## config.mk

```make
export PLATFORM = sky130hd
export DESIGN_NAME = adc_controller_flat
export DESIGN_NICKNAME = d
export VERILOG_FILES = /design/src/inc/adc_glue_pkg.sv /design/src/inc/adc_link_if.sv /design/src/design/adc_controller.sv /design/src/flat_wrapper.sv
export VERILOG_INCLUDE_DIRS = /design/src /design/src/inc
export SDC_FILE = /design/constraint.sdc
export NUM_CORES = 1
export LEC_CHECK = 0
export ABC_AREA = 1
export BUFFER_PORTS_ARGS = -buffer_cell sky130_fd_sc_hd__buf_2
export CORE_MARGIN = 5
export CORE_UTILIZATION = 30
export CTS_CLUSTER_DIAMETER = 200
export CTS_CLUSTER_SIZE = 24
export DETAILED_ROUTE_END_ITERATION = 12
export PLACE_DENSITY = 0.58
export SLEW_MARGIN = 10
export SYNTH_ARGS = -nofsm -noshare
export SYNTH_HDL_FRONTEND = slang
export SYNTH_SLANG_ARGS = --single-unit
```

## constraint.sdc

```tcl
create_clock -name clk -period 3.71 [get_ports clk]
set_clock_uncertainty 0.2 [all_clocks]
set_input_delay 0.742 -clock clk [delete_from_list [all_inputs] [get_ports clk]]
set_output_delay 0.742 -clock clk [all_outputs]
set_load 0.1 [all_outputs]
```

## src/inc/adc_glue_defines.svh

```systemverilog
// Named constants for the converter end and the controller end.
// Assumes a single 100 MHz clock shared by both ends.
`ifndef ADC_GLUE_DEFINES_SVH
`define ADC_GLUE_DEFINES_SVH

// ---------------------------------------------------------------
// Timing
// ---------------------------------------------------------------
`define CLK_FREQ_MHZ 100
`define REF_STARTUP_MS 15
`define REF_STARTUP_CYCLES (`REF_STARTUP_MS * 1000 * `CLK_FREQ_MHZ)
`define SETTLE_1X 7'd100
`define SETTLE_2X 7'd13
`define CONV_RESET_CYCLES 32'd4
`define RD_CAPTURE 2'd2
`define RD_LAST 2'd3
`define OSR_1X_LAST 3'd7
`define OSR_2X_LAST 3'd3
`define IO_ADDR_A15 1'b1

// ---------------------------------------------------------------
// Controller register map
// ---------------------------------------------------------------
`define REG_CTRL 8'h00
`define REG_STATUS 8'h04
`define REG_DATA 8'h08
`define REG_IRQ_STAT 8'h0c
`define REG_IRQ_MASK 8'h10
`define CTRL_WAKE 0
`define CTRL_DBL 1
`define CTRL_DEPTH_LSB 2
`define CTRL_DEPTH_MSB 4
`define IRQ_SAMPLE 0
`define IRQ_SETTLED 1

`endif

```

## src/inc/adc_glue_pkg.sv

```systemverilog
// Types shared by the converter end, the controller end and the link.
// Assumes nothing beyond the defines header.
package adc_glue_pkg;
   typedef logic [15:0] sample_t;
   typedef enum logic [2:0] {ST_ASLEEP, ST_REF_WAIT, ST_RESET, ST_SETTLE, ST_RUN} ctl_state_t;
endpackage : adc_glue_pkg

```

## src/inc/adc_link_if.sv

```systemverilog
// Pin-level link between the converter and its controller.
// Assumes one shared clock; dout is driven continuously and dout_oe only flags reads.
`timescale 1ns/1ns
interface adc_link_if;
   import adc_glue_pkg::*;
   logic sleep_request_n;
   logic double_rate_select;
   logic [2:0] buffer_depth_select;
   logic conv_reset;
   logic read_strobe_n;
   logic select_n;
   sample_t dout;
   logic dout_oe;
   logic sample_ready_strobe;

   modport converter (
      input sleep_request_n,
      input double_rate_select,
      input buffer_depth_select,
      input conv_reset,
      input read_strobe_n,
      input select_n,
      output dout,
      output dout_oe,
      output sample_ready_strobe
   );

   modport controller (
      output sleep_request_n,
      output double_rate_select,
      output buffer_depth_select,
      output conv_reset,
      output read_strobe_n,
      output select_n,
      input dout,
      input dout_oe,
      input sample_ready_strobe
   );
endinterface : adc_link_if

```

## src/design/adc_controller.sv

```systemverilog
// Controller end: APB registers, sleep exit sequencing and sample readback.
// Assumes one clock shared with the converter and an APB master.
// Operation
// - Sleep low shuts converter and reference down
// - Sleep line held high when unused
// - Stop converter clock while asleep (clk here keeps running)
// - Reset converter after wake with buffer
// - Wait reference start-up after releasing sleep
// - Then wait 100 ready strobes before use
// - Rate select low: oversampling ratio eight
// - Rate select high: ratio four, double rate
// - Double rate still drives all sixteen bits
// - Double rate settles in 13 strobes
// - Drive rate select actively, never float
// - Read strobe and select from host port
// - Buffered converter kept permanently selected
// - Ready strobe is interrupt starting reads
// - Read strobe is NAND of read, space
// - Select is NAND of strobe and A15 (here NAND of I/O space and A15)
// - Any depth bit high enables buffer
`timescale 1ns/1ns
`include "adc_glue_defines.svh"
module adc_controller #(
   parameter int REF_CYCLES = `REF_STARTUP_CYCLES
) (
   input wire logic clk,
   input wire logic rst,
   input wire logic psel,
   input wire logic penable,
   input wire logic pwrite,
   input wire logic [7:0] paddr,
   input wire logic [31:0] pwdata,
   output logic [31:0] prdata,
   output logic pready,
   output logic pslverr,
   output logic irq,
   output adc_glue_pkg::ctl_state_t seq_state,
   adc_link_if.controller link
);
   import adc_glue_pkg::*;

   // ---------------------------------------------------------------
   // Register bus
   // ---------------------------------------------------------------
   logic ctrl_wake_q, ctrl_wake_d;
   logic ctrl_dbl_q, ctrl_dbl_d;
   logic [2:0] ctrl_depth_q, ctrl_depth_d;
   logic [1:0] irq_stat_q, irq_stat_d;
   logic [1:0] irq_mask_q, irq_mask_d;
   sample_t sample_q, sample_d;
   logic [31:0] prdata_q, prdata_d;
   logic pready_q, pready_d;
   logic pslverr_q, pslverr_d;
   logic irq_q, irq_d;
   logic wr_en;
   logic [1:0] events;

   // Sequencer and read engine
   ctl_state_t state_q, state_d;
   logic [31:0] cnt_q, cnt_d;
   logic [6:0] settle_q, settle_d;
   logic [6:0] settle_last;
   logic dbl_q, dbl_d;
   logic [2:0] depth_q, depth_d;
   logic sleep_n_q, reset_q;
   logic settled_ev;
   logic rd_busy_q, rd_busy_d;
   logic [3:0] words_q, words_d;
   logic [1:0] phase_q, phase_d;
   logic rd_n_q, rd_n_d;
   logic cs_n_q, cs_n_d;
   logic host_rw, host_io_space;
   logic capture;

   always_comb
   begin
      wr_en = psel && penable && pwrite && pready_q;
      ctrl_wake_d = ctrl_wake_q;
      ctrl_dbl_d = ctrl_dbl_q;
      ctrl_depth_d = ctrl_depth_q;
      irq_mask_d = irq_mask_q;
      irq_stat_d = irq_stat_q;
      if (wr_en && paddr == `REG_CTRL)
      begin
         ctrl_wake_d = pwdata[`CTRL_WAKE];
         ctrl_dbl_d = pwdata[`CTRL_DBL];
         ctrl_depth_d = pwdata[`CTRL_DEPTH_MSB:`CTRL_DEPTH_LSB];
      end
      if (wr_en && paddr == `REG_IRQ_MASK)
      begin
         irq_mask_d = pwdata[1:0];
      end
      if (wr_en && paddr == `REG_IRQ_STAT)
      begin
         irq_stat_d = irq_stat_q & ~pwdata[1:0];
      end
      // A new event outranks a clear in the same cycle
      irq_stat_d = irq_stat_d | events;
      irq_d = |(irq_stat_d & irq_mask_d);
      pready_d = psel && !penable;
      pslverr_d = 1'b0;
      prdata_d = prdata_q;
      if (psel && !penable)
      begin
         case (paddr)
            `REG_CTRL: prdata_d = {27'h0, ctrl_depth_q, ctrl_dbl_q, ctrl_wake_q};
            `REG_STATUS: prdata_d = {25'h0, rd_busy_q, dbl_q, depth_q == 3'h0,
                                     state_q == ST_RUN, 3'(state_q)};
            `REG_DATA: prdata_d = {16'h0000, sample_q};
            `REG_IRQ_STAT: prdata_d = {30'h0, irq_stat_q};
            `REG_IRQ_MASK: prdata_d = {30'h0, irq_mask_q};
            default:
            begin
               prdata_d = 32'h0000_0000;
               pslverr_d = 1'b1;
            end
         endcase
      end
   end

   // ---------------------------------------------------------------
   // Sleep exit sequencer
   // ---------------------------------------------------------------
   always_comb
   begin
      settle_last = dbl_q ? (`SETTLE_2X - 7'd1) : (`SETTLE_1X - 7'd1);
      state_d = state_q;
      cnt_d = cnt_q;
      settle_d = (state_q == ST_SETTLE) ? settle_q : 7'd0;
      dbl_d = dbl_q;
      depth_d = depth_q;
      settled_ev = 1'b0;
      case (state_q)
         ST_ASLEEP:
         begin
            cnt_d = 32'd0;
            dbl_d = ctrl_dbl_q;
            depth_d = ctrl_depth_q;
            if (ctrl_wake_q)
            begin
               state_d = ST_REF_WAIT;
            end
         end
         ST_REF_WAIT:
         begin
            if (cnt_q == 32'(REF_CYCLES - 1))
            begin
               cnt_d = 32'd0;
               state_d = (depth_q != 3'h0) ? ST_RESET : ST_SETTLE;
            end
            else
            begin
               cnt_d = cnt_q + 32'd1;
            end
         end
         ST_RESET:
         begin
            if (cnt_q == `CONV_RESET_CYCLES - 32'd1)
            begin
               cnt_d = 32'd0;
               state_d = ST_SETTLE;
            end
            else
            begin
               cnt_d = cnt_q + 32'd1;
            end
         end
         ST_SETTLE:
         begin
            if (link.sample_ready_strobe)
            begin
               if (settle_q == settle_last)
               begin
                  state_d = ST_RUN;
                  settled_ev = 1'b1;
               end
               else
               begin
                  settle_d = settle_q + 7'd1;
               end
            end
         end
         ST_RUN:
         begin
            state_d = ST_RUN;
         end
         default:
         begin
            state_d = ST_ASLEEP;
         end
      endcase
      if (state_q != ST_ASLEEP)
      begin
         if (!ctrl_wake_q)
         begin
            state_d = ST_ASLEEP;
            settled_ev = 1'b0;
         end
         else if (ctrl_depth_q != depth_q)
         begin
            // New depth needs a converter reset when the buffer is on
            depth_d = ctrl_depth_q;
            cnt_d = 32'd0;
            settle_d = 7'd0;
            settled_ev = 1'b0;
            if (state_q != ST_REF_WAIT)
            begin
               state_d = (ctrl_depth_q != 3'h0) ? ST_RESET : ST_SETTLE;
            end
         end
         else if (ctrl_dbl_q != dbl_q)
         begin
            dbl_d = ctrl_dbl_q;
            settle_d = 7'd0;
            settled_ev = 1'b0;
            if (state_q == ST_SETTLE || state_q == ST_RUN)
            begin
               state_d = ST_SETTLE;
            end
         end
      end
   end

   // ---------------------------------------------------------------
   // Readback engine
   // ---------------------------------------------------------------
   always_comb
   begin
      rd_busy_d = rd_busy_q;
      words_d = words_q;
      phase_d = phase_q;
      capture = rd_busy_q && phase_q == `RD_CAPTURE;
      if (!rd_busy_q)
      begin
         // Ready strobe acts as the host's external interrupt
         if (link.sample_ready_strobe && (state_q == ST_SETTLE || state_q == ST_RUN))
         begin
            rd_busy_d = 1'b1;
            words_d = (depth_q == 3'h0) ? 4'h1 : {depth_q, 1'b0};
            phase_d = 2'h0;
         end
      end
      else if (phase_q == `RD_LAST)
      begin
         phase_d = 2'h0;
         words_d = words_q - 4'h1;
         if (words_q == 4'h1)
         begin
            rd_busy_d = 1'b0;
         end
      end
      else
      begin
         phase_d = phase_q + 2'h1;
      end
      if (state_d == ST_ASLEEP || state_d == ST_RESET)
      begin
         rd_busy_d = 1'b0;
      end
      host_rw = phase_d <= `RD_CAPTURE;
      host_io_space = rd_busy_d;
      rd_n_d = !(host_rw && host_io_space);
      cs_n_d = (depth_d != 3'h0) ? 1'b0 : !(host_io_space && `IO_ADDR_A15);
      // Words read while settling are drained but not kept
      sample_d = (capture && state_q == ST_RUN) ? link.dout : sample_q;
      events = {settled_ev, capture && state_q == ST_RUN};
   end

   always_ff @(posedge clk)
   begin
      if (rst)
      begin
         ctrl_wake_q <= 1'b0;
         ctrl_dbl_q <= 1'b0;
         ctrl_depth_q <= 3'h0;
         irq_stat_q <= 2'h0;
         irq_mask_q <= 2'h0;
         sample_q <= 16'h0000;
         prdata_q <= 32'h0000_0000;
         pready_q <= 1'b0;
         pslverr_q <= 1'b0;
         irq_q <= 1'b0;
         state_q <= ST_ASLEEP;
         cnt_q <= 32'd0;
         settle_q <= 7'd0;
         dbl_q <= 1'b0;
         depth_q <= 3'h0;
         sleep_n_q <= 1'b0;
         reset_q <= 1'b0;
         rd_busy_q <= 1'b0;
         words_q <= 4'h0;
         phase_q <= 2'h0;
         rd_n_q <= 1'b1;
         cs_n_q <= 1'b1;
      end
      else
      begin
         ctrl_wake_q <= ctrl_wake_d;
         ctrl_dbl_q <= ctrl_dbl_d;
         ctrl_depth_q <= ctrl_depth_d;
         irq_stat_q <= irq_stat_d;
         irq_mask_q <= irq_mask_d;
         sample_q <= sample_d;
         prdata_q <= prdata_d;
         pready_q <= pready_d;
         pslverr_q <= pslverr_d;
         irq_q <= irq_d;
         state_q <= state_d;
         cnt_q <= cnt_d;
         settle_q <= settle_d;
         dbl_q <= dbl_d;
         depth_q <= depth_d;
         sleep_n_q <= state_d != ST_ASLEEP;
         reset_q <= state_d == ST_RESET;
         rd_busy_q <= rd_busy_d;
         words_q <= words_d;
         phase_q <= phase_d;
         rd_n_q <= rd_n_d;
         cs_n_q <= cs_n_d;
      end
   end

   assign prdata = prdata_q;
   assign pready = pready_q;
   assign pslverr = pslverr_q;
   assign irq = irq_q;
   assign seq_state = state_q;
   assign link.sleep_request_n = sleep_n_q;
   assign link.double_rate_select = dbl_q;
   assign link.buffer_depth_select = depth_q;
   assign link.conv_reset = reset_q;
   assign link.read_strobe_n = rd_n_q;
   assign link.select_n = cs_n_q;
endmodule : adc_controller

```

## src/flat_wrapper.sv

```systemverilog
// flat-port wrapper written by rule: the top's interface ports become plain ports
module adc_controller_flat import adc_glue_pkg::*;
#(
   parameter int REF_CYCLES = `REF_STARTUP_CYCLES
)
  (clk, rst, psel, penable, pwrite, paddr, pwdata, prdata, pready, pslverr, irq, seq_state, link_sleep_request_n, link_double_rate_select, link_buffer_depth_select, link_conv_reset, link_read_strobe_n, link_select_n, link_dout, link_dout_oe, link_sample_ready_strobe);
  adc_link_if link_i ();
  input wire logic clk;
  input wire logic rst;
  input wire logic psel;
  input wire logic penable;
  input wire logic pwrite;
  input wire logic [7:0] paddr;
  input wire logic [31:0] pwdata;
  output logic [31:0] prdata;
  output logic pready;
  output logic pslverr;
  output logic irq;
  output adc_glue_pkg::ctl_state_t seq_state;
  output wire logic [$bits(link_i.sleep_request_n)-1:0] link_sleep_request_n;
  output wire logic [$bits(link_i.double_rate_select)-1:0] link_double_rate_select;
  output wire logic [$bits(link_i.buffer_depth_select)-1:0] link_buffer_depth_select;
  output wire logic [$bits(link_i.conv_reset)-1:0] link_conv_reset;
  output wire logic [$bits(link_i.read_strobe_n)-1:0] link_read_strobe_n;
  output wire logic [$bits(link_i.select_n)-1:0] link_select_n;
  input wire logic [$bits(link_i.dout)-1:0] link_dout;
  input wire logic [$bits(link_i.dout_oe)-1:0] link_dout_oe;
  input wire logic [$bits(link_i.sample_ready_strobe)-1:0] link_sample_ready_strobe;
  assign link_sleep_request_n = link_i.sleep_request_n;
  assign link_double_rate_select = link_i.double_rate_select;
  assign link_buffer_depth_select = link_i.buffer_depth_select;
  assign link_conv_reset = link_i.conv_reset;
  assign link_read_strobe_n = link_i.read_strobe_n;
  assign link_select_n = link_i.select_n;
  assign link_i.dout = link_dout;
  assign link_i.dout_oe = link_dout_oe;
  assign link_i.sample_ready_strobe = link_sample_ready_strobe;
  adc_controller #(.REF_CYCLES(REF_CYCLES)) u_core (.clk(clk), .rst(rst), .psel(psel), .penable(penable), .pwrite(pwrite), .paddr(paddr), .pwdata(pwdata), .prdata(prdata), .pready(pready), .pslverr(pslverr), .irq(irq), .seq_state(seq_state), .link(link_i));
endmodule
```

* Yosys cells after proc, flatten, opt, wreduce, memory -nomap -nowiden
Index checks and enable logic that the tools add are counted.
** Storage, ports and cells
- Flip-flop bits (word level) :: 117
- Input bits :: 63
** Operators by class
- Add/subtract/negate cells :: 4
- Magnitude comparators :: 1
- Equal/unequal tests :: 19
- Muxes and demuxes :: 62
- Bitwise logic cells :: 5
- Reductions and logical operators :: 30
** Operator list (number)
- 2-to-1 mux 32 bit :: 5
- case mux 32 bit (3 select lines) :: 1
- case mux 16 bit (5 select lines) :: 1
- 2-to-1 mux 7 bit :: 9
- 2-to-1 mux 3 bit :: 15
- adder 32 x 1 -> 32 bit (second input constant) :: 1
- equality test 32 x 2 -> 1 bit (second input constant) :: 1
- equality test 32 x 21 -> 1 bit (second input constant) :: 1
- 2-to-1 mux 1 bit :: 21
- equality test 8 x 4 -> 1 bit (second input constant) :: 2
- 2-to-1 mux 4 bit :: 4
- case mux 3 bit (5 select lines) :: 1
- nonzero test 3 bit :: 5
- logical AND 1 bit :: 11
- 2-to-1 mux 2 bit :: 5
- equality test 3 x 2 -> 1 bit (second input constant) :: 3
- zero test 3 bit :: 3
- equality test 8 x 3 -> 1 bit (second input constant) :: 1
- equality test 8 x 5 -> 1 bit (second input constant) :: 1
- zero test 8 bit :: 1
- adder 7 x 1 -> 7 bit (second input constant) :: 1
- equality test 7 bit :: 1
- OR reduction 5 bit :: 1
- AND 2 bit :: 2
- 19 further kinds :: 24

* Depth between registers and ports, before layout
- Depth after elaboration :: 15
- Depth in mapped cells :: 13

* Worst setup path before layout
Ideal clock, no wire load.
- Path kind :: reg2reg
- Start :: register u_core.state_q[1] (netlist: u_core.seq_state[1])
- End :: register u_core.cnt_q[21]
- Library setup time :: 0.073 ns
- Data arrival time :: 2.217 ns
- Required time :: 3.437 ns
- Path slack :: 1.221 ns
- Cell stages (with the launch flop) :: 10
- Period minus slack after synthesis :: 2.489 ns
- Path through :: dfxtp_1 -> inv_1 -> nor3_2 -> o21ai_1 -> nand2_4 -> clkinv_2 -> nand2_2 -> buf_2 -> nand3b_1 -> nor3b_2
** On the way
- Longest elaborated chain between the ends :: 5
- Elaborated cells between the ends (all ways) :: 8
** RTL lines
- from (decl) :: RTL line adc_controller.sv:59 : ctl_state_t state_q, state_d;
- from (signal assigned) :: RTL line adc_controller.sv:308 : state_q <= state_d;
- equality test 3 x 2 -> 1 bit (tied with other cells) :: RTL line adc_controller.sv:133 : case (state_q)
- case mux 32 bit (3 select lines) :: RTL line adc_controller.sv:133
- 2-to-1 mux 32 bit :: RTL line adc_controller.sv:199 : else if (ctrl_depth_q != depth_q)
- 2-to-1 mux 32 bit :: RTL line adc_controller.sv:194 : if (!ctrl_wake_q)
- 2-to-1 mux 32 bit * :: RTL line adc_controller.sv:192 : if (state_q != ST_ASLEEP)
- to (signal assigned) :: RTL line adc_controller.sv:309 : cnt_q <= cnt_d;
- to (decl) :: RTL line adc_controller.sv:60 : logic [31:0] cnt_q, cnt_d;
Mark *: on every way between the ends. The rest lies on a longest branch, timed or not.
A chain may end at the register's enable or synchronous reset.

* Worst setup path after layout
- Start :: register u_core.cnt_q[0]
- End :: register u_core.cnt_q[19]
** On the way
- Longest elaborated chain between the ends :: 6
- Elaborated cells between the ends (all ways) :: 9
** RTL lines (RTL line)
- adder 32 x 1 -> 32 bit (tied with other cells) :: adc_controller.sv:153, adc_controller.sv:165
- 2-to-1 mux 32 bit (on tied branches) :: adc_controller.sv:158, adc_controller.sv:146
- case mux 32 bit (3 select lines) * :: adc_controller.sv:133
- 2-to-1 mux 32 bit :: adc_controller.sv:199
- 2-to-1 mux 32 bit :: adc_controller.sv:194
- 2-to-1 mux 32 bit * :: adc_controller.sv:192
Marks and branches as above.

==> flow_metrics.tcl <==
set metrics [dict create \
    die_h_um 143 \
    synth_area_per_cell_um2 6.93 \
    antenna_found_initial 0 \
    cp_top_family "simple AND/OR/NAND/NOR gates" \
    nNetsFinal 891 \
    grt_pass1_wl_um 22200 \
    rsz0062_at_grt "false" \
    grt_util_met1 0.181 \
    setup_tns_ns 0 \
    die_area_um2 20300 \
    slowest_delay_ns 0.43 \
    synthMostInstantiatedCell "nand2_1" \
    use_met2 0.214 \
    min_path_type "reg -> reg" \
    cts_tree "yes" \
    row_count 48 \
    ys_seq_area_frac 0.384 \
    cts-buffers-inserted 9 \
    grt_pass1_vias 4640 \
    crit_fanout 20 \
    busiest_layer "met2" \
    clkLatencyLatePin_ns 0.36 \
    cts_setup_buffers 0 \
    drv_slew 0 \
    period_share 0.707 \
    fp.coreArea_um2 17300 \
    p_total_mw 2.40 \
    relSlewSlack 0.603 \
    power_per_cell_area_nw_per_um2 395 \
    finalWeightedCongestion 0.831 \
    hold_violations 0 \
    drive_above_1_share 0.146 \
    crit_required_ns 3.77 \
    wire_per_inst_um 12.7 \
    ys.flop_type "dfxtp_1" \
    endpoint_kind "register" \
    cts.reportedPaths.clkPinSlew_ns 0.08 \
    die_x_um 143 \
    fin_util 0.351 \
    cts_resized 0 \
    ys_ff_latch 101 \
    path_class "reg -> reg" \
    port_buffers 64 \
    synthCells 761 \
    drtIter0Drc 276 \
    via_per_inst 4.63 \
    fmax_mhz 381 \
    synth_top_area_frac 0.384 \
    path_buf_inv 2 \
    syn_area_um2 5270 \
    htree_levels 3 \
    grt-ovfl-total 0 \
    ys_types 50 \
    async_flop_share 0 \
    firstDrtPassIters 7 \
    p_leak_nw 2.43 \
    synth-warning-count 0 \
    cts_max_path_buffers 2 \
    route.vias.total 4873 \
    dpl.hpwl_um 9980 \
    grt_max_degree 35 \
    initial_core_util 0.305 \
    cts_hold_buf 0 \
    use_met3 0.0346 \
    critPathLaunchType "register" \
    ant_nets 0 \
    ios 109 \
    grtUsageTotal 0.134 \
    status "finished clean" \
    worst_slew_pin_slew_ns 0.589 \
    drt-total-wl_um 13300 \
    synth_edf_count 0 \
    critPathArrivalTime_ns 2.68 \
    netlist_top_cells_count "nand2_1 (147), nor2_1 (103), dfxtp_1 (101)" \
    drv_cap 0 \
    syn2layout_area_growth_pct 15.2 \
    ir_worst_vdd_v 0.000250 \
    cp_slowest_cell "nand2_2" \
    drc 0 \
    synthTopCellsByArea "dfxtp_1 (38%), nand2_1 (10%), nor2_1 (7.3%), inv_1 (6.9%), a21oi_1 (6.5%)" \
    cts.sinks 101 \
    cts-root-buf "clkbuf_16" \
    finalSetupViolCount 0 \
    worstPathCellList "ha_1 -> inv_1 -> nor2_1 -> nand2_1 -> nor2_1 -> nand2_1 -> o21ai_1 -> nand2_4 -> clkinv_2 -> nand2_2 -> nand2_2 -> and3b_1" \
    synth_top_area_cell "dfxtp_1" \
    antenna_cells 0 \
    fin_crit_ns 2.62 \
]
## flip-flops by register name, summed over array words and instances (netlist names), 2 cells and up
name and cells:
u_core.cnt_q 32, u_core.words_q 4, u_core.settle_q 7, u_core.irq_mask_q 2, u_core.phase_q 2, u_core.sample_q 16, u_core.irq_stat_q 2, u_core.ctrl_depth_q 3
u_core.prdata 16, u_core.seq_state 3, u_core.link.buffer_depth_select 3
## cells by family (layout without fill, tap and decap cells)
| family | after synthesis | in the layout | share of synthesized area |
|---|---|---|---|
| simple gates | 361 | 361 | 0.319 |
| compound gates | 149 | 149 | 0.158 |
| buf+inv | 136 | 187 | 0.113 |
| flops | 101 | 101 | 0.384 |
| fa+ha+maj | 6 | 6 | 0.0142 |
| xor+xnor | 6 | 6 | 0.00997 |
| other cells | 1 | 16 | 0.000711 |
| mux | 1 | 1 | 0.00190 |
## power breakdown
group | switching, mW | total (mW) | leakage (nW) | internal [mW]
clock | 0.495 | 0.981 | 0.152 | 0.487
combinational | 0.257 | 0.305 | 1.47 | 0.0484
sequential | 0.0134 | 1.11 | 0.815 | 1.10
## stage by stage
stage / hold slack (ns) / cells / cell area (um^2) / worst slack, ns
finish: 0.258 / 1052 / 6070 / 1.09
CTS: 0.255 / 1052 / 6070 / 1.07
global route: 0.276 / 1052 / 6070 / 0.884
floorplan: 0.230 / 776 / 5330 / 1.22
detailed placement: 0.243 / 1036 / 5760 / 1.07
global placement: 0.242 / 1036 / 5760 / 1.10
## final cells by class
class / count / area, um^2
Tap cell: 225 / 282
Clock inverter: 7 / 91.3
Timing Repair Buffer: 68 / 350
Fill cell: 1884 / 11200
Sequential cell: 101 / 2020
Multi-Input combinational cell: 539 / 2710
Inverter: 103 / 390
Clock buffer: 9 / 225
## per-layer routing
metal	wire [um]	up-vias	share of wire
met5	0	-	0
met4	174	0	0.013
met3	726	14	0.054
met2	5860	111	0.44
met1	6560	2173	0.49
li1	-	2575	-
## cells in the final DEF, fill, tap and decap left out, types with 3 or more instances in the layout
| master | Yosys | final |
|---|---|---|
| buf_2 | 4 | 64 |
| nor2_4 | 3 | 3 |
| clkinv_1 | 4 | 4 |
| a211oi_1 | 4 | 4 |
| nor3_2 | 3 | 3 |
| o22ai_1 | 9 | 9 |
| dfxtp_1 | 101 | 101 |
| ha_1 | 6 | 6 |
| or2_2 | 6 | 6 |
| o21ai_0 | 46 | 46 |
| inv_1 | 97 | 97 |
| nor3b_1 | 5 | 5 |
| buf_4 | 16 | 4 |
| nand4_1 | 9 | 9 |
| clkbuf_16 | 0 | 9 |
| nor2_2 | 4 | 4 |
| clkinv_8 | 0 | 3 |
| nor2_1 | 103 | 103 |
| nand3_1 | 33 | 33 |
| nor4_1 | 5 | 5 |
| conb_1 | 1 | 16 |
| nand2_2 | 6 | 6 |
| a31oi_1 | 3 | 3 |
| o211ai_1 | 8 | 8 |
| nor3_1 | 21 | 21 |
| nand3_2 | 4 | 4 |
| nand2_1 | 147 | 147 |
| xor2_1 | 4 | 4 |
| a21oi_1 | 68 | 68 |
## worst reg2reg max path, stage by stage, from the launching register on
cell and delay (ns):
dfxtp_1 0.37, ha_1 0.25, inv_1 0.06, nor2_1 0.08, nand2_1 0.07, nor2_1 0.11, nand2_1 0.10, o21ai_1 0.22
nand2_4 0.14, clkinv_2 0.08, nand2_2 0.16, nand2_2 0.43, and3b_1 0.23
## path summary, 6_finish.rpt
check	cells past startpoint	from	endpoint	slack, ns
hold / removal	2	u_core.sample_q[5]$_SDFFE_PP0P_	u_core.sample_q[5]$_SDFFE_PP0P_	0.26
setup reg to reg	12	u_core.cnt_q[0]$_SDFF_PP0_	u_core.cnt_q[19]$_SDFF_PP0_	1.09
hold reg to reg	2	u_core.sample_q[5]$_SDFFE_PP0P_	u_core.sample_q[5]$_SDFFE_PP0P_	0.26
setup / recovery	12	u_core.cnt_q[0]$_SDFF_PP0_	u_core.cnt_q[19]$_SDFF_PP0_	1.09
No activity file was read; power rests on OpenSTA's default activity.
